$ cat src/fiopb_pkg.sv
// constants, register map and lookup functions of the field i/o parameter block
// assumes an axi4-lite master with 32-bit data and one 10 MHz clock
// Contract
// stored parameters reach working copies at power-up
// stored index selects link speed from table
// stored link speed index defaults to nine
// watchdog counts milliseconds, default fifty
// working timeout zero disables the watchdog
// separate stored and working timeout values
// working timeout, output writes act at once
// host tools use setup mode or slow speed
// host enters setup mode before firmware update
// three host-selected process data modes
// mode zero carries inputs and outputs only
// mode one adds four analog readings
// mode two adds supply voltage, two encoders
// encoders count once per quadrature cycle
// timeout sets fault and forces outputs off
// fault blocks output writes, set at startup
// analog readings are 8-bit, 36.3 V full scale
// every host access restarts the watchdog count
package fiopb_pkg;
  localparam int ADDR_W = 8;
  localparam logic [ADDR_W-1:0] OFS_STORED_SPEED = 8'h00;
  localparam logic [ADDR_W-1:0] OFS_WORK_SPEED = 8'h04;
  localparam logic [ADDR_W-1:0] OFS_STORED_TIMEOUT = 8'h08;
  localparam logic [ADDR_W-1:0] OFS_WORK_TIMEOUT = 8'h0c;
  localparam logic [ADDR_W-1:0] OFS_OUTPUT = 8'h10;
  localparam logic [ADDR_W-1:0] OFS_INPUT = 8'h14;
  localparam logic [ADDR_W-1:0] OFS_FAULT = 8'h18;
  localparam logic [ADDR_W-1:0] OFS_FAULT_MASK = 8'h1c;
  localparam logic [ADDR_W-1:0] OFS_PD_MODE = 8'h20;
  localparam logic [ADDR_W-1:0] OFS_ANALOG = 8'h24;
  localparam logic [ADDR_W-1:0] OFS_FIELD_VOLT = 8'h28;
  localparam logic [ADDR_W-1:0] OFS_ENCODER = 8'h2c;
  localparam logic [ADDR_W-1:0] OFS_LINK_BAUD = 8'h30;
  // fault bits
  localparam int FLT_W = 2;
  localparam int FLT_WATCHDOG = 0;
  localparam int FLT_STARTUP = 1;
  localparam logic [FLT_W-1:0] FAULT_RST = 2'h2;
  localparam logic [FLT_W-1:0] MASK_RST = 2'h0;
  // link speed
  localparam int SPEED_W = 4;
  localparam logic [SPEED_W-1:0] SPEED_RST = 4'h9;
  localparam logic [SPEED_W-1:0] SPEED_MAX = 4'hb;
  localparam int BAUD_W = 24;
  // watchdog timing
  localparam int TMO_W = 16;
  localparam logic [TMO_W-1:0] TIMEOUT_RST_MS = 16'h0032;
  localparam int CLK_HZ = 10000000;
  localparam int MS_PER_S = 1000;
  localparam int CYC_PER_MS = CLK_HZ / MS_PER_S;
  // process data
  localparam int OUT_W = 16;
  localparam int IN_W = 32;
  localparam int ANA_W = 8;
  localparam int ANA_CH = 4;
  localparam int ENC_W = 16;
  localparam int ENC_A0 = 16;
  localparam int ENC_B0 = 17;
  localparam int ENC_A1 = 18;
  localparam int ENC_B1 = 19;
  localparam logic [7:0] PD_BYTES_IO = 8'h04;
  localparam logic [7:0] PD_BYTES_ANA = 8'h08;
  localparam logic [7:0] PD_BYTES_ENC = 8'h0d;
  localparam logic [1:0] RESP_OKAY = 2'h0;
  localparam logic [1:0] RESP_SLVERR = 2'h2;

  typedef enum logic [1:0] {
    FIOPB_MODE_IO = 2'b00,
    FIOPB_MODE_ANA = 2'b01,
    FIOPB_MODE_ENC = 2'b10
  } fiopb_mode_t;

  // speed index to baud; out-of-range indexes never get stored
  function automatic logic [BAUD_W-1:0] baud_of(input logic [SPEED_W-1:0] idx);
    case (idx)
      4'h0: baud_of = 24'h002580;
      4'h1: baud_of = 24'h004b00;
      4'h2: baud_of = 24'h009600;
      4'h3: baud_of = 24'h00e100;
      4'h4: baud_of = 24'h01c200;
      4'h5: baud_of = 24'h038400;
      4'h6: baud_of = 24'h070800;
      4'h7: baud_of = 24'h0e1000;
      4'h8: baud_of = 24'h1312d0;
      4'h9: baud_of = 24'h2625a0;
      4'ha: baud_of = 24'h4c4b40;
      4'hb: baud_of = 24'h989680;
      default: baud_of = 24'h000000;
    endcase
  endfunction

  // bytes sent toward the host per exchange
  function automatic logic [7:0] pd_bytes(input fiopb_mode_t m);
    case (m)
      FIOPB_MODE_IO: pd_bytes = PD_BYTES_IO;
      FIOPB_MODE_ANA: pd_bytes = PD_BYTES_ANA;
      FIOPB_MODE_ENC: pd_bytes = PD_BYTES_ENC;
      default: pd_bytes = PD_BYTES_IO;
    endcase
  endfunction

  // byte-lane merge for axi writes
  function automatic logic [31:0] merge_strb(input logic [31:0] old, input logic [31:0] nw,
                                             input logic [3:0] strb);
    for (int i = 0; i < 4; i++) begin
      merge_strb[8*i +: 8] = strb[i] ? nw[8*i +: 8] : old[8*i +: 8];
    end
  endfunction
endpackage

$ cat src/fiopb_quad_enc.sv
// 1x quadrature counter for one hand wheel encoder
// assumes a and b are already synchronised to aclk
`timescale 1ns/100ps
module fiopb_quad_enc
  import fiopb_pkg::*;
#(
  parameter int CNT_W = ENC_W
) (
  input wire logic aclk,
  input wire logic aresetn,
  input wire logic ce,
  input wire logic en,
  input wire logic a,
  input wire logic b,
  output logic [CNT_W-1:0] count
);
  logic a_d_r;
  logic [CNT_W-1:0] cnt_r;
  logic [CNT_W-1:0] cnt_nxt;
  wire a_rise = a & ~a_d_r;

  // one step per full cycle: only the rising edge of a counts, b gives direction
  assign cnt_nxt = !en ? cnt_r : !a_rise ? cnt_r : b ? cnt_r - 1'b1 : cnt_r + 1'b1;
  assign count = cnt_r;

  // edge memory and counter
  always_ff @(posedge aclk) begin
    if (!aresetn) begin
      a_d_r <= 1'b0;
      cnt_r <= '0;
    end else if (ce) begin
      a_d_r <= a;
      cnt_r <= cnt_nxt;
    end
  end
endmodule

$ cat src/fiopb_top.sv
// field i/o parameter block: stored/working parameters, watchdog, fault,
// process data selection, axi4-lite register slave
// assumes field_in comes from pins; adc and power_cycle come from aclk logic
//
// Our own choices: the register offsets and the AXI4-Lite register port.
`timescale 1ns/100ps
module fiopb_top
  import fiopb_pkg::*;
#(
  parameter int CYC_MS = CYC_PER_MS
) (
  input wire logic aclk,
  input wire logic aresetn,
  input wire logic ce,
  input wire logic power_cycle,
  input wire logic [IN_W-1:0] field_in,
  input wire logic [ANA_W*ANA_CH-1:0] adc_in,
  input wire logic [ANA_W-1:0] adc_field_volt,
  input wire logic [ADDR_W-1:0] s_axi_awaddr,
  input wire logic s_axi_awvalid,
  output logic s_axi_awready,
  input wire logic [31:0] s_axi_wdata,
  input wire logic [3:0] s_axi_wstrb,
  input wire logic s_axi_wvalid,
  output logic s_axi_wready,
  output logic [1:0] s_axi_bresp,
  output logic s_axi_bvalid,
  input wire logic s_axi_bready,
  input wire logic [ADDR_W-1:0] s_axi_araddr,
  input wire logic s_axi_arvalid,
  output logic s_axi_arready,
  output logic [31:0] s_axi_rdata,
  output logic [1:0] s_axi_rresp,
  output logic s_axi_rvalid,
  input wire logic s_axi_rready,
  output logic [OUT_W-1:0] field_out,
  output logic [SPEED_W-1:0] link_speed_index,
  output logic [BAUD_W-1:0] link_baud,
  output logic [7:0] pd_in_bytes,
  output logic irq
);
  // axi state
  logic aw_full_r, w_full_r, bvalid_r, rvalid_r, awready_r, wready_r, arready_r;
  logic [ADDR_W-1:0] aw_addr_r;
  logic [31:0] wdata_r, rdata_r;
  logic [3:0] wstrb_r;
  logic [1:0] bresp_r, rresp_r;
  // parameters and state
  logic [SPEED_W-1:0] stored_link_speed_index_r, work_speed_r;
  logic [TMO_W-1:0] stored_timeout_ms_r, working_timeout_ms_r;
  logic [OUT_W-1:0] out_r, field_out_r;
  logic [FLT_W-1:0] fault_r, mask_r;
  fiopb_mode_t mode_r;
  logic [ANA_W*ANA_CH-1:0] ana_r;
  logic [ANA_W-1:0] volt_r;
  logic irq_r;
  logic [BAUD_W-1:0] baud_r;
  logic [7:0] pd_bytes_r;
  logic [31:0] ms_div_r;
  logic [TMO_W-1:0] wd_cnt_r;
  logic [IN_W-1:0] in_s1_r, in_s2_r, in_s3_r, in_q_r;
  logic [ENC_W-1:0] enc0_cnt, enc1_cnt;

  // write channel decode: both halves held and no response pending
  wire wr_go = aw_full_r & w_full_r & ~bvalid_r;
  wire rd_go = s_axi_arvalid & ~rvalid_r;
  wire host_access = wr_go | rd_go;
  wire [31:0] wmerged = merge_strb(32'h00000000, wdata_r, wstrb_r);
  wire wr_stored_speed = wr_go && aw_addr_r == OFS_STORED_SPEED;
  wire wr_stored_tmo = wr_go && aw_addr_r == OFS_STORED_TIMEOUT;
  wire wr_work_tmo = wr_go && aw_addr_r == OFS_WORK_TIMEOUT;
  wire wr_output = wr_go && aw_addr_r == OFS_OUTPUT;
  wire wr_fault = wr_go && aw_addr_r == OFS_FAULT;
  wire wr_mask = wr_go && aw_addr_r == OFS_FAULT_MASK;
  wire wr_mode = wr_go && aw_addr_r == OFS_PD_MODE;
  wire wr_ro = wr_go && (aw_addr_r == OFS_WORK_SPEED || aw_addr_r == OFS_INPUT ||
    aw_addr_r == OFS_ANALOG || aw_addr_r == OFS_FIELD_VOLT || aw_addr_r == OFS_ENCODER ||
    aw_addr_r == OFS_LINK_BAUD);
  wire wr_hit = wr_stored_speed | wr_stored_tmo | wr_work_tmo | wr_output | wr_fault |
    wr_mask | wr_mode | wr_ro;

  // next values of the parameter registers
  wire [SPEED_W-1:0] wspeed = wmerged[SPEED_W-1:0];
  wire speed_ok = wspeed <= SPEED_MAX && wmerged[31:SPEED_W] == '0;
  // byte-lane merges of the write word into each register's current value
  wire [31:0] speed_merged =
    merge_strb({28'h0000000, stored_link_speed_index_r}, wdata_r, wstrb_r);
  wire [31:0] stmo_merged = merge_strb({16'h0000, stored_timeout_ms_r}, wdata_r, wstrb_r);
  wire [31:0] wtmo_merged = merge_strb({16'h0000, working_timeout_ms_r}, wdata_r, wstrb_r);
  wire [31:0] out_merged = merge_strb({16'h0000, out_r}, wdata_r, wstrb_r);
  wire [SPEED_W-1:0] stored_speed_nxt = (wr_stored_speed && speed_ok) ?
    speed_merged[SPEED_W-1:0] : stored_link_speed_index_r;
  wire [TMO_W-1:0] stored_tmo_nxt = wr_stored_tmo ? stmo_merged[TMO_W-1:0] :
    stored_timeout_ms_r;
  // a power cycle copies stored into working; stored writes never touch working
  wire [SPEED_W-1:0] work_speed_nxt = power_cycle ? stored_link_speed_index_r :
    work_speed_r;
  wire [TMO_W-1:0] work_tmo_nxt = power_cycle ? stored_timeout_ms_r : wr_work_tmo ?
    wtmo_merged[TMO_W-1:0] : working_timeout_ms_r;

  // watchdog: millisecond tick, down count, reload on every host access
  wire ms_tick = ms_div_r == 32'(CYC_MS - 1);
  wire wd_on = working_timeout_ms_r != '0;
  wire wd_expire = wd_on && ms_tick && !host_access && wd_cnt_r == 16'h0001;
  wire [TMO_W-1:0] wd_cnt_nxt = (host_access || power_cycle) ? work_tmo_nxt :
    (!wd_on || wd_cnt_r == '0) ? wd_cnt_r : ms_tick ? wd_cnt_r - 1'b1 : wd_cnt_r;

  // fault flags: hardware set beats a one-to-clear in the same cycle
  wire [FLT_W-1:0] flt_set = {power_cycle, wd_expire};
  wire [FLT_W-1:0] flt_clr = wr_fault ? wmerged[FLT_W-1:0] : '0;
  wire [FLT_W-1:0] fault_nxt = (fault_r & ~flt_clr) | flt_set;
  wire [FLT_W-1:0] mask_nxt = wr_mask ? wmerged[FLT_W-1:0] : mask_r;
  wire fault_any = |fault_r;

  // output word: written at once when no fault, ignored while a fault stands
  wire [OUT_W-1:0] out_nxt = power_cycle ? '0 : (wr_output && !fault_any) ?
    out_merged[OUT_W-1:0] : out_r;
  wire [OUT_W-1:0] field_out_nxt = (|fault_nxt) ? '0 : out_nxt;

  // process data mode: only the three defined codes in bits 1:0 are accepted; the upper bits are ignored
  wire mode_ok = wmerged[1:0] == FIOPB_MODE_IO || wmerged[1:0] == FIOPB_MODE_ANA ||
    wmerged[1:0] == FIOPB_MODE_ENC;
  wire fiopb_mode_t mode_nxt = (wr_mode && mode_ok) ? fiopb_mode_t'(wmerged[1:0]) : mode_r;
  wire ana_on = mode_r != FIOPB_MODE_IO;
  wire enc_on = mode_r == FIOPB_MODE_ENC;
  // analog readings pass as raw 8-bit codes, 36.3 V at code ff
  wire [ANA_W*ANA_CH-1:0] ana_nxt = ana_on ? adc_in : '0;
  wire [ANA_W-1:0] volt_nxt = enc_on ? adc_field_volt : '0;
  wire irq_nxt = |(fault_nxt & mask_nxt);

  // read data selection
  wire [ADDR_W-1:0] ra = s_axi_araddr;
  wire rd_hit = ra == OFS_STORED_SPEED || ra == OFS_WORK_SPEED || ra == OFS_STORED_TIMEOUT ||
    ra == OFS_WORK_TIMEOUT || ra == OFS_OUTPUT || ra == OFS_INPUT || ra == OFS_FAULT ||
    ra == OFS_FAULT_MASK || ra == OFS_PD_MODE || ra == OFS_ANALOG || ra == OFS_FIELD_VOLT ||
    ra == OFS_ENCODER || ra == OFS_LINK_BAUD;
  wire [31:0] rd_word =
    ra == OFS_STORED_SPEED ? {28'h0000000, stored_link_speed_index_r} :
    ra == OFS_WORK_SPEED ? {28'h0000000, work_speed_r} :
    ra == OFS_STORED_TIMEOUT ? {16'h0000, stored_timeout_ms_r} :
    ra == OFS_WORK_TIMEOUT ? {16'h0000, working_timeout_ms_r} :
    ra == OFS_OUTPUT ? {16'h0000, out_r} :
    ra == OFS_INPUT ? in_q_r :
    ra == OFS_FAULT ? {30'h00000000, fault_r} :
    ra == OFS_FAULT_MASK ? {30'h00000000, mask_r} :
    ra == OFS_PD_MODE ? {30'h00000000, mode_r} :
    ra == OFS_ANALOG ? ana_r :
    ra == OFS_FIELD_VOLT ? {24'h000000, volt_r} :
    ra == OFS_ENCODER ? {enc1_cnt, enc0_cnt} :
    ra == OFS_LINK_BAUD ? {8'h00, baud_r} : 32'h00000000;

  // axi write address/data capture, taken in either order
  always_ff @(posedge aclk) begin
    if (!aresetn) begin
      aw_full_r <= 1'b0;
      w_full_r <= 1'b0;
      aw_addr_r <= '0;
      wdata_r <= '0;
      wstrb_r <= '0;
    end else if (ce) begin
      if (s_axi_awvalid && !aw_full_r) begin
        aw_full_r <= 1'b1;
        aw_addr_r <= {s_axi_awaddr[ADDR_W-1:2], 2'b00};
      end else if (wr_go) begin
        aw_full_r <= 1'b0;
      end
      if (s_axi_wvalid && !w_full_r) begin
        w_full_r <= 1'b1;
        wdata_r <= s_axi_wdata;
        wstrb_r <= s_axi_wstrb;
      end else if (wr_go) begin
        w_full_r <= 1'b0;
      end
    end
  end

  // axi responses: write one cycle after both halves, read one cycle after arvalid
  always_ff @(posedge aclk) begin
    if (!aresetn) begin
      bvalid_r <= 1'b0;
      bresp_r <= RESP_OKAY;
      rvalid_r <= 1'b0;
      rresp_r <= RESP_OKAY;
      rdata_r <= '0;
    end else if (ce) begin
      if (wr_go) begin
        bvalid_r <= 1'b1;
        bresp_r <= wr_hit ? RESP_OKAY : RESP_SLVERR;
      end else if (s_axi_bready) begin
        bvalid_r <= 1'b0;
      end
      if (rd_go) begin
        rvalid_r <= 1'b1;
        rresp_r <= rd_hit ? RESP_OKAY : RESP_SLVERR;
        rdata_r <= rd_word;
      end else if (s_axi_rready) begin
        rvalid_r <= 1'b0;
      end
    end
  end

  // ready outputs come from flops that track the empty state of each holding slot
  always_ff @(posedge aclk) begin
    if (!aresetn) begin
      awready_r <= 1'b1;
      wready_r <= 1'b1;
      arready_r <= 1'b1;
    end else if (ce) begin
      awready_r <= aw_full_r ? wr_go : !s_axi_awvalid;
      wready_r <= w_full_r ? wr_go : !s_axi_wvalid;
      arready_r <= rvalid_r ? s_axi_rready : !s_axi_arvalid;
    end
  end

  // parameter registers with documented defaults
  always_ff @(posedge aclk) begin
    if (!aresetn) begin
      stored_link_speed_index_r <= SPEED_RST;
      work_speed_r <= SPEED_RST;
      stored_timeout_ms_r <= TIMEOUT_RST_MS;
      working_timeout_ms_r <= TIMEOUT_RST_MS;
      mode_r <= FIOPB_MODE_IO;
      mask_r <= MASK_RST;
    end else if (ce) begin
      stored_link_speed_index_r <= stored_speed_nxt;
      work_speed_r <= work_speed_nxt;
      stored_timeout_ms_r <= stored_tmo_nxt;
      working_timeout_ms_r <= work_tmo_nxt;
      mode_r <= mode_nxt;
      mask_r <= mask_nxt;
    end
  end

  // watchdog, fault and output state
  always_ff @(posedge aclk) begin
    if (!aresetn) begin
      ms_div_r <= '0;
      wd_cnt_r <= TIMEOUT_RST_MS;
      fault_r <= FAULT_RST;
      out_r <= '0;
      field_out_r <= '0;
    end else if (ce) begin
      ms_div_r <= ms_tick ? 32'h00000000 : ms_div_r + 1'b1;
      wd_cnt_r <= wd_cnt_nxt;
      fault_r <= fault_nxt;
      out_r <= out_nxt;
      field_out_r <= field_out_nxt;
    end
  end

  // field inputs: three stages, a bit moves once stages two and three agree
  always_ff @(posedge aclk) begin
    if (!aresetn) begin
      in_s1_r <= '0;
      in_s2_r <= '0;
      in_s3_r <= '0;
      in_q_r <= '0;
    end else if (ce) begin
      in_s1_r <= field_in;
      in_s2_r <= in_s1_r;
      in_s3_r <= in_s2_r;
      in_q_r <= (in_s2_r & in_s3_r) | (in_q_r & (in_s2_r ^ in_s3_r));
    end
  end

  // process data snapshot and derived outputs
  always_ff @(posedge aclk) begin
    if (!aresetn) begin
      ana_r <= '0;
      volt_r <= '0;
      irq_r <= 1'b0;
      baud_r <= baud_of(SPEED_RST);
      pd_bytes_r <= PD_BYTES_IO;
    end else if (ce) begin
      ana_r <= ana_nxt;
      volt_r <= volt_nxt;
      irq_r <= irq_nxt;
      baud_r <= baud_of(work_speed_nxt);
      pd_bytes_r <= pd_bytes(mode_nxt);
    end
  end

  // two hand wheel encoders on field inputs 16..19, live only in mode two
  fiopb_quad_enc #(.CNT_W(ENC_W)) u_enc0 (
    .aclk(aclk), .aresetn(aresetn), .ce(ce), .en(enc_on),
    .a(in_q_r[ENC_A0]), .b(in_q_r[ENC_B0]), .count(enc0_cnt)
  );
  fiopb_quad_enc #(.CNT_W(ENC_W)) u_enc1 (
    .aclk(aclk), .aresetn(aresetn), .ce(ce), .en(enc_on),
    .a(in_q_r[ENC_A1]), .b(in_q_r[ENC_B1]), .count(enc1_cnt)
  );

  // port drive
  assign s_axi_awready = awready_r;
  assign s_axi_wready = wready_r;
  assign s_axi_bvalid = bvalid_r;
  assign s_axi_bresp = bresp_r;
  assign s_axi_arready = arready_r;
  assign s_axi_rvalid = rvalid_r;
  assign s_axi_rresp = rresp_r;
  assign s_axi_rdata = rdata_r;
  assign field_out = field_out_r;
  assign link_speed_index = work_speed_r;
  assign link_baud = baud_r;
  assign pd_in_bytes = pd_bytes_r;
  assign irq = irq_r;
endmodule

$ cat config.mk
export PLATFORM = sky130hd
export DESIGN_NAME = fiopb_top
export DESIGN_NICKNAME = d
export VERILOG_FILES = /design/src/fiopb_pkg.sv /design/src/fiopb_quad_enc.sv /design/src/fiopb_top.sv
export SDC_FILE = /design/constraint.sdc
export NUM_CORES = 1
export LEC_CHECK = 0
export ABC_AREA = 1
export ABC_CLOCK_PERIOD_IN_PS = 3700
export BUFFER_PORTS_ARGS = -buffer_cell sky130_fd_sc_hd__buf_2
export CAP_MARGIN = 20
export CORE_MARGIN = 1
export CORE_UTILIZATION = 40
export CTS_BUF_LIST = sky130_fd_sc_hd__clkbuf_4
export CTS_CLUSTER_DIAMETER = 50
export DETAILED_ROUTE_END_ITERATION = 6
export HOLD_SLACK_MARGIN = 0.15
export PLACE_DENSITY = 0.55
export SLEW_MARGIN = 40
export SYNTH_ARGS = -nofsm -noshare
export SYNTH_HDL_FRONTEND = slang
export SYNTH_SLANG_ARGS = --single-unit
$ cat constraint.sdc
create_clock -name aclk -period 3.7 [get_ports aclk]
set_input_delay 0.37 -clock aclk [delete_from_list [all_inputs] [get_ports aclk]]
set_output_delay 0.37 -clock aclk [all_outputs]
set_load 0.005 [all_outputs]
==> results of run 1 <==
[placed cells by master, fill, tap and decap left out, types with 9 or more instances in the layout]
cell	netlist	layout
clkinv_1	1	19
nor4_1	20	19
a22oi_1	9	9
nor3_1	47	45
buf_4	18	20
dlygate4sd3_1	0	181
nand3b_1	9	9
a31oi_1	9	9
nand2_1	544	544
nor2_1	397	395
nand3_1	86	86
buf_2	19	211
a21oi_1	354	354
xor2_1	26	26
conb_1	1	11
nor2_2	8	10
a211oi_1	24	24
o211ai_1	30	30
o21ai_0	325	325
xnor2_1	10	10
nand4_1	65	65
ha_1	72	72
dfxtp_1	434	434
clkbuf_4	0	181
inv_1	266	265
[area by class of cell]
class                           count  area (um2)  area share [%]
Timing Repair Buffer              419        3150            12.1
Multi-Input combinational cell   2126       10700            41.3
Clock inverter                     26         148           0.568
Antenna cell                        6        15.0          0.0577
Inverter                          276        1050            4.04
Sequential cell                   434        8690            33.4
Clock buffer                      181        1360            5.23
Tap cell                          680         851            3.27
[registers in the layout, indices dropped and copies added (netlist names), 3 cells and up]
register,flops
stored_timeout_ms_r,16
ms_div_r,32
wdata_r,32
in_s1_r,32
ana_r,32
link_speed_index,4
out_r,16
stored_link_speed_index_r,4
link_baud,19
in_s3_r,32
s_axi_rdata,32
in_s2_r,32
aw_addr_r,6
in_q_r,32
field_out,16
pd_in_bytes,3
volt_r,8
u_enc1.count,16
wstrb_r,4
working_timeout_ms_r,16
wd_cnt_r,16
u_enc0.count,16
[where the power goes]
part | internal, mW | switching, mW | leakage [nW] | total, mW
Sequential | 4.86 | 0.146 | 3.55 | 5.01
Clock | 2.28 | 2.06 | 0.902 | 4.34
Combinational | 0.424 | 0.637 | 6.95 | 1.06
Total | 7.57 | 2.84 | 11.4 | 10.4
[per-layer routing]
| metal | track usage, % | up-vias | wire [um] |
|---|---|---|---|
| met1 | 37.9 | 10100 | 34600 |
| met4 | 8.53 | 0 | 1860 |
| met3 | 4.14 | 136 | 4480 |
| met5 | 0 | - | 0 |
| li1 | - | 10800 | - |
| met2 | 40.7 | 683 | 31300 |
[per-stage QoR]
step	setup WS [ns]	cell area [um2]	util, %
6_report	0.921	26000	50.2
2_1_floorplan	1.58	21200	-
5_1_grt	0.645	26000	50.2
3_5_place_dp	0.877	22600	43.7
4_1_cts	0.938	25900	50.1
3_3_place_gp	0.925	22600	43.7
[repair_timing]
item                      CTS  global route
hold buffers              181             0
hold endpoints to repair  196             0
buffers inserted            0             0
[logic make-up after synthesis]
| kind of cell | synth area share [%] |
|---|---|
| DFF | 41.0 |
| and+or+nand+nor | 24.2 |
| xor gates and xnor gates | 1.49 |
| AOI/OAI and AO/OA | 20.3 |
| adders and majority gates | 4.44 |
| other | 0.0177 |
| buffers and inverters | 8.49 |
[worst max-delay path, cell delays in order, from the launching register on]
cell and delay [ns]:
dfxtp_1 0.41, ha_1 0.27, nand2_1 0.09, nor2_1 0.18, nand4_1 0.12, nor3_1 0.28, nand2_1 0.20, nand2_1 0.11
nand3_2 0.29, inv_2 0.39, o21ai_0 0.14, nor2_1 0.11, nor2_1 0.04
[worst max-delay path by stage]
stage / from / endpoint / slack [ns] / depth (start not counted)
2_1_floorplan: power_cycle / link_baud[18] / 1.58 / 9
3_3_place_gp: s_axi_araddr[0] / s_axi_rdata[11] / 0.92 / 14
3_5_place_dp: s_axi_araddr[0] / s_axi_rdata[11] / 0.88 / 14
4_1_cts: ms_div_r[0] / wd_cnt_r[0] / 0.94 / 12
5_1_grt: ms_div_r[0] / wd_cnt_r[0] / 0.65 / 12
6_report: ms_div_r[0] / wd_cnt_r[0] / 0.92 / 12
==> results by group, run 1 <==
Clocking
  • Clock sink count: between 400 and 500
  • CTS tree: built
  • CTS buffer count: 117
  • Worst-path clk slew: 0.07 ns
  • Clk root buf: clkbuf_4
  • Clk buf depth: 3
  • Clk Latency, worst-skew pair: about 0.89 ns
  • Post-CTS resize count: 0
  • H-tree levels: 3

Die
  • Chip Width: between 200 and 250 um
  • Die Footprint: 0.0538 mm2
  • Rows: 83
  • Initial Util: 40.9%
  • Die Height: 232 um
  • I/O pin count: 227
  • Core area: 0.0518 mm2

STA
  • Crit share post-route: 75.1%
  • Worst-margin pin slew: 0.816 ns
  • Endpoints failing setup: 0
  • Clock period minus worst slack: approximately 2.8 ns
  • Fin. Hold Viols: 0
  • Setup TNS: 0 ns
  • Fin. max-slew vios: 0
  • RSZ-0062 raised after global routing: no
  • Fin Hold WS: between 0.2 and 0.25 ns
  • Slew margin rel.: 45.6%
  • FMAX: ~0.36 GHz
  • Worst Skew: 0.0401 ns

Synthesis
  • Seq/Total Area, Yosys: between 40% and 50%
  • Cell count after synthesis: ~3,000
  • Post-synth ARST share: 0%
  • EDFF count, synth: 0
  • Synth Register Bits: ~430
  • Synth Flop Type: dfxtp_1
  • Most frequent cell after synthesis: nand2_1
  • List of most frequent post-synthesis cells: 544 x nand2_1, 434 x dfxtp_1, 397 x nor2_1
  • Post-Syn Area: 0.0212 mm2
  • Yosys warns: 0
  • Top cells by area, synth: dfxtp_1 41%, nand2_1 9.6%, a21oi_1 8.4%
  • Cell variety after synth: 55
  • Post-Syn Area per Cell: around 7.0 um2
  • Synth area leader: dfxtp_1
  • Post-synth top area share: 41.0%

Layout
  • Fraction of layout cells with a size suffix above 1: ~14%
  • Nets: 3,581
  • Finished Layout Cells: 4,148
  • Layout Area Growth over Synthesis: 22.8%
  • Layout fillers: ~5,300

Power and ir drop
  • Power Density: 400 mW/mm2
  • Max IR drop VDD: approximately 0.27 mV
  • Cell leakage power: 11.4 nW
  • Power, Total: 10.4 mW

Setup path
  • RR Startpoint: ms_div_r[0]
  • Worst R2R Setup Slack: between 0.9 and 1 ns
  • R2R depth: 12
  • CP endpoint kind: register
  • WP data required: 4.46 ns
  • Reg-to-Reg End: wd_cnt_r[0]
  • WP data arrival: approximately 3.5 ns
  • Worst Setup Start Kind: register
  • Largest fanout on the critical path: 19
  • CP Class: reg2reg

Route
  • Total Wirelength: 72.3 mm
  • Detailed-route DRC error count: 0
  • DR WL/cell: 17.4 um
  • Initial DRC count: 1,754
  • Drt first pass iters: 5
  • Routed vias: 21,700
  • DRT antenna net count: 0
  • Drt via density: 5.24

Min path
  • Hold Path Origin: s_axi_araddr[3]
  • Worst min path class: in2reg
  • WHS Endpoint: s_axi_rdata[3]
  • Worst hold stages: 8

Placed design
  • GPL Wtd Cong: 0.931
  • HPWL Detailed: a little under 50 mm
  • Cells after DPL: 3,752
  • Port bufs: 213

Global route
  • First-pass GRT wire length: 113 mm
  • Vias in the first global route: 20,700
  • Gr ovfl total: 0
  • Largest net degree at the start of global routing: around 170
  • Gr usage total: between 20% and 30%
  • Antenna violations before repair: 3

Run
  • Max cap viols: 0

Outcome
  • Status: completed
Power figures use the tool's default switching activity.
==> run 2: changes to the inputs <==
--- a/config.mk
+++ b/config.mk
@@ -5,8 +5,8 @@
 export SDC_FILE = /design/constraint.sdc
 export NUM_CORES = 1
 export LEC_CHECK = 0
-export ABC_AREA = 1
-export ABC_CLOCK_PERIOD_IN_PS = 3700
+export ABC_AREA = 0
+export ABC_CLOCK_PERIOD_IN_PS = 2400
 export BUFFER_PORTS_ARGS = -buffer_cell sky130_fd_sc_hd__buf_2
 export CAP_MARGIN = 20
 export CORE_MARGIN = 1
@@ -15,7 +15,7 @@
 export CTS_CLUSTER_DIAMETER = 50
 export DETAILED_ROUTE_END_ITERATION = 6
 export HOLD_SLACK_MARGIN = 0.15
-export PLACE_DENSITY = 0.55
+export PLACE_DENSITY = 0.57
 export SLEW_MARGIN = 40
 export SYNTH_ARGS = -nofsm -noshare
 export SYNTH_HDL_FRONTEND = slang
==> constraint.sdc (replaced) <==
create_clock -name aclk -period 2.4 [get_ports aclk]
set_input_delay 0.24 -clock aclk [delete_from_list [all_inputs] [get_ports aclk]]
set_output_delay 0.24 -clock aclk [all_outputs]
set_load 0.005 [all_outputs]
==> run 2 against run 1 <==
Against the previous run:
- clock-buffer cell count is 19 lower
- worst setup slack worse by 0.88 ns
- sequential share of layout area down 3.8 points
- first-iteration DRC count fell by 0.23%
- combinational power rose by 63%
- via count down 1.4%
- register-to-register slack got worse by 0.88 ns
- area after synthesis down 5.0%
- flip-flop and latch count unchanged
- non-clock buffer count grew 422
- hold slack improved by 0.0054 ns
- core utilization up 9.5 points
- largest cell class unchanged
==> results by group, run 2 <==
Global route
  • First-pass GRT wire length: approximately 110 mm
  • Antenna violations before repair: 3
  • Largest net degree at the start of global routing: 77
  • Gr usage total: about 28%
  • Vias in the first global route: ~21,000
  • Gr ovfl total: 0

Route
  • Routed vias: 21,500
  • Drt first pass iters: 7
  • DRT antenna net count: 0
  • Initial DRC count: 1,750
  • DR WL/cell: 18.9 um
  • Total Wirelength: 74.9 mm
  • Drt via density: around 5.4
  • Detailed-route DRC error count: 0

STA
  • Fin. max-slew vios: 0
  • Worst-margin pin slew: between 0.6 and 0.7 ns
  • Fin. Hold Viols: 0
  • Setup ws final: roughly 0.043 ns
  • RSZ-0062 raised after global routing: yes
  • Slew margin rel.: 57.8%
  • FMAX: around 0.42 GHz
  • Worst Skew: 0.0417 ns
  • Setup TNS: 0 ns
  • Clock period minus worst slack: 2.36 ns
  • Crit share post-route: 98.2%
  • Endpoints failing setup: 0

Power and ir drop
  • Power Density: 538 mW/mm2
  • Power, Total: 15.8 mW
  • Cell leakage power: 12.4 nW
  • Max IR drop VDD: 0.476 mV

Setup path
  • WP data arrival: approximately 3.2 ns
  • Bufs and invs on worst path: 5
  • CP endpoint kind: register
  • Crit path largest cell delay: 0.57 ns
  • Largest fanout on the critical path: 5
  • CP Class: reg2reg
  • Most used cell, CP: dlygate4sd3_1
  • Crit path max-delay cell type: dlygate4sd3_1
  • WP data required: 3.23 ns
  • Worst Setup Start Kind: register
  • Cell family with most CP delay: buffers and inverters
  • CP cell instances: buf_4 > nor3b_4 > buf_6 > buf_8 > nand2_1 > dlygate4sd3_1 > a21oi_2 > dlygate4sd3_1

Synthesis
  • Post-synth top area share: 43.2%
  • EDFF count, synth: 0
  • Synth Register Bits: 434
  • List of most frequent post-synthesis cells: 434 x dfxtp_1, 330 x nand2_1, 330 x nor2_1
  • Cell count after synthesis: 2,411
  • Synth Flop Type: dfxtp_1
  • Post-Syn Area per Cell: 8.34 um2
  • Post-Syn Area: 0.0201 mm2
  • Post-synth ARST share: 0%
  • Most frequent cell after synthesis: dfxtp_1
  • Cell variety after synth: between 70 and 80
  • Seq/Total Area, Yosys: 43.2%
  • Top cells by area, synth: dfxtp_1 43%, mux2i_1 8.2%, nand2_1 6.2%
  • Yosys warns: 0
  • Synth area leader: dfxtp_1

Placed design
  • Placement Cell Area: 0.0227 mm2
  • Pre-CTS setup slack: -0.202 ns
  • Port bufs: 213
  • GPL Wtd Cong: approximately 0.89
  • HPWL Detailed: 46.2 mm

Die
  • I/O pin count: about 230
  • Core area: 0.0493 mm2
  • Initial Util: just over 40%
  • Die Footprint: 0.0512 mm2
  • Rows: 81
  • Die Height: 226 um
  • Chip Width: 226 um

Layout
  • Final Util: 59.6%
  • Nets: 3,417
  • Most frequent cells in the layout: 443 x dlygate4sd3_1, 431 x dfxtp_1, 329 x nor2_1, 329 x nand2_1, 215 x a21oi_1
  • Layout fillers: about 4,300
  • Layout Area Growth over Synthesis: 46.1%
  • Design Area, Final: 0.0294 mm2
  • Leading cell type in the layout, fill and taps excluded: dlygate4sd3_1
  • Fraction of layout cells with a size suffix above 1: 19.6%

Outcome
  • Status: completed

Clocking
  • CTS buffer count: 115
  • Clock sink count: 434
  • H-tree levels: 3
  • Worst-path clk slew: 0.06 ns
  • Clk buf depth: 3
  • Clk Latency, worst-skew pair: 0.90 ns
  • CTS tree: built
  • Clk root buf: clkbuf_4

Run
  • Max cap viols: 0

Min path
  • Worst min path class: in2reg
## run 2: tightest hold or removal path: stages
cell     delay (ns)
buf_8          0.14
buf_12         0.23
nand2_1        0.25
a21oi_1        0.10
nor2_1         0.07
## run 2: kinds of logic (layout without fill, tap and decap cells)
group / after synthesis / after routing / synth area share (%)
xor+xnor: 46 / 46 / 2.00
flops: 434 / 434 / 43.2
simple gates: 909 / 909 / 19.9
buf+inv: 196 / 1074 / 4.05
other cells: 1 / 14 / 0.0187
fa+ha+maj: 74 / 74 / 4.68
compound gates: 583 / 583 / 17.7
mux: 168 / 168 / 8.39
## run 2: repair_timing
item,CTS,global route
endpoints found under the hold margin,426,0
hold buffers,466,0
endpoints found under the setup margin,6,70
pin swaps,2,29
buffers inserted,1,14
resized for setup,10,86
cloned,0,5
## run 2: path summary, 6_finish.rpt
kind                        from  slack [ns]  cells past startpoint             end
setup / recovery        w_full_r        0.04                      8     wdata_r[23]
hold / removal                ce        0.24                      5        w_full_r
setup reg to reg        w_full_r        0.04                      8     wdata_r[23]
hold reg to reg   s_axi_rdata[5]        0.45                      2  s_axi_rdata[5]
## run 2: metrics by stage
| step | hold WS, ns | instances |
|---|---|---|
| 6_report | 0.236 | 3966 |
| 5_1_grt | 0.195 | 3965 |
| 4_1_cts | 0.154 | 3961 |
| 2_1_floorplan | 0.376 | 2421 |
| 3_5_place_dp | 0.444 | 3288 |
| 3_3_place_gp | 0.440 | 3288 |
## run 2: cell type report
type / instances / area, um2 / share of cell area [%]
Multi-Input combinational cell: 1791 / 11000 / 37.6
Sequential cell: 434 / 8700 / 29.6
Timing Repair Buffer: 841 / 7230 / 24.6
Clock buffer: 162 / 1220 / 4.14
Tap cell: 664 / 831 / 2.83
Clock inverter: 44 / 233 / 0.792
Inverter: 27 / 115 / 0.392
Antenna cell: 3 / 7.51 / 0.0256
## run 2: report_power, final
group	switching, mW	internal, mW
Sequential	0.144	7.34
Combinational	0.847	0.887
Clock	3.26	3.32
Total	4.25	11.5
## run 2: per-layer routing
layer  part of all wire (%)  GRT usage (%)  vias to the layer above
li1                       -              -                    10200
met1                     43           36.1                    10300
met2                     48           47.3                      768
met3                    5.3           4.74                      210
met4                    3.9           12.6                        0
met5                      0              0                        -
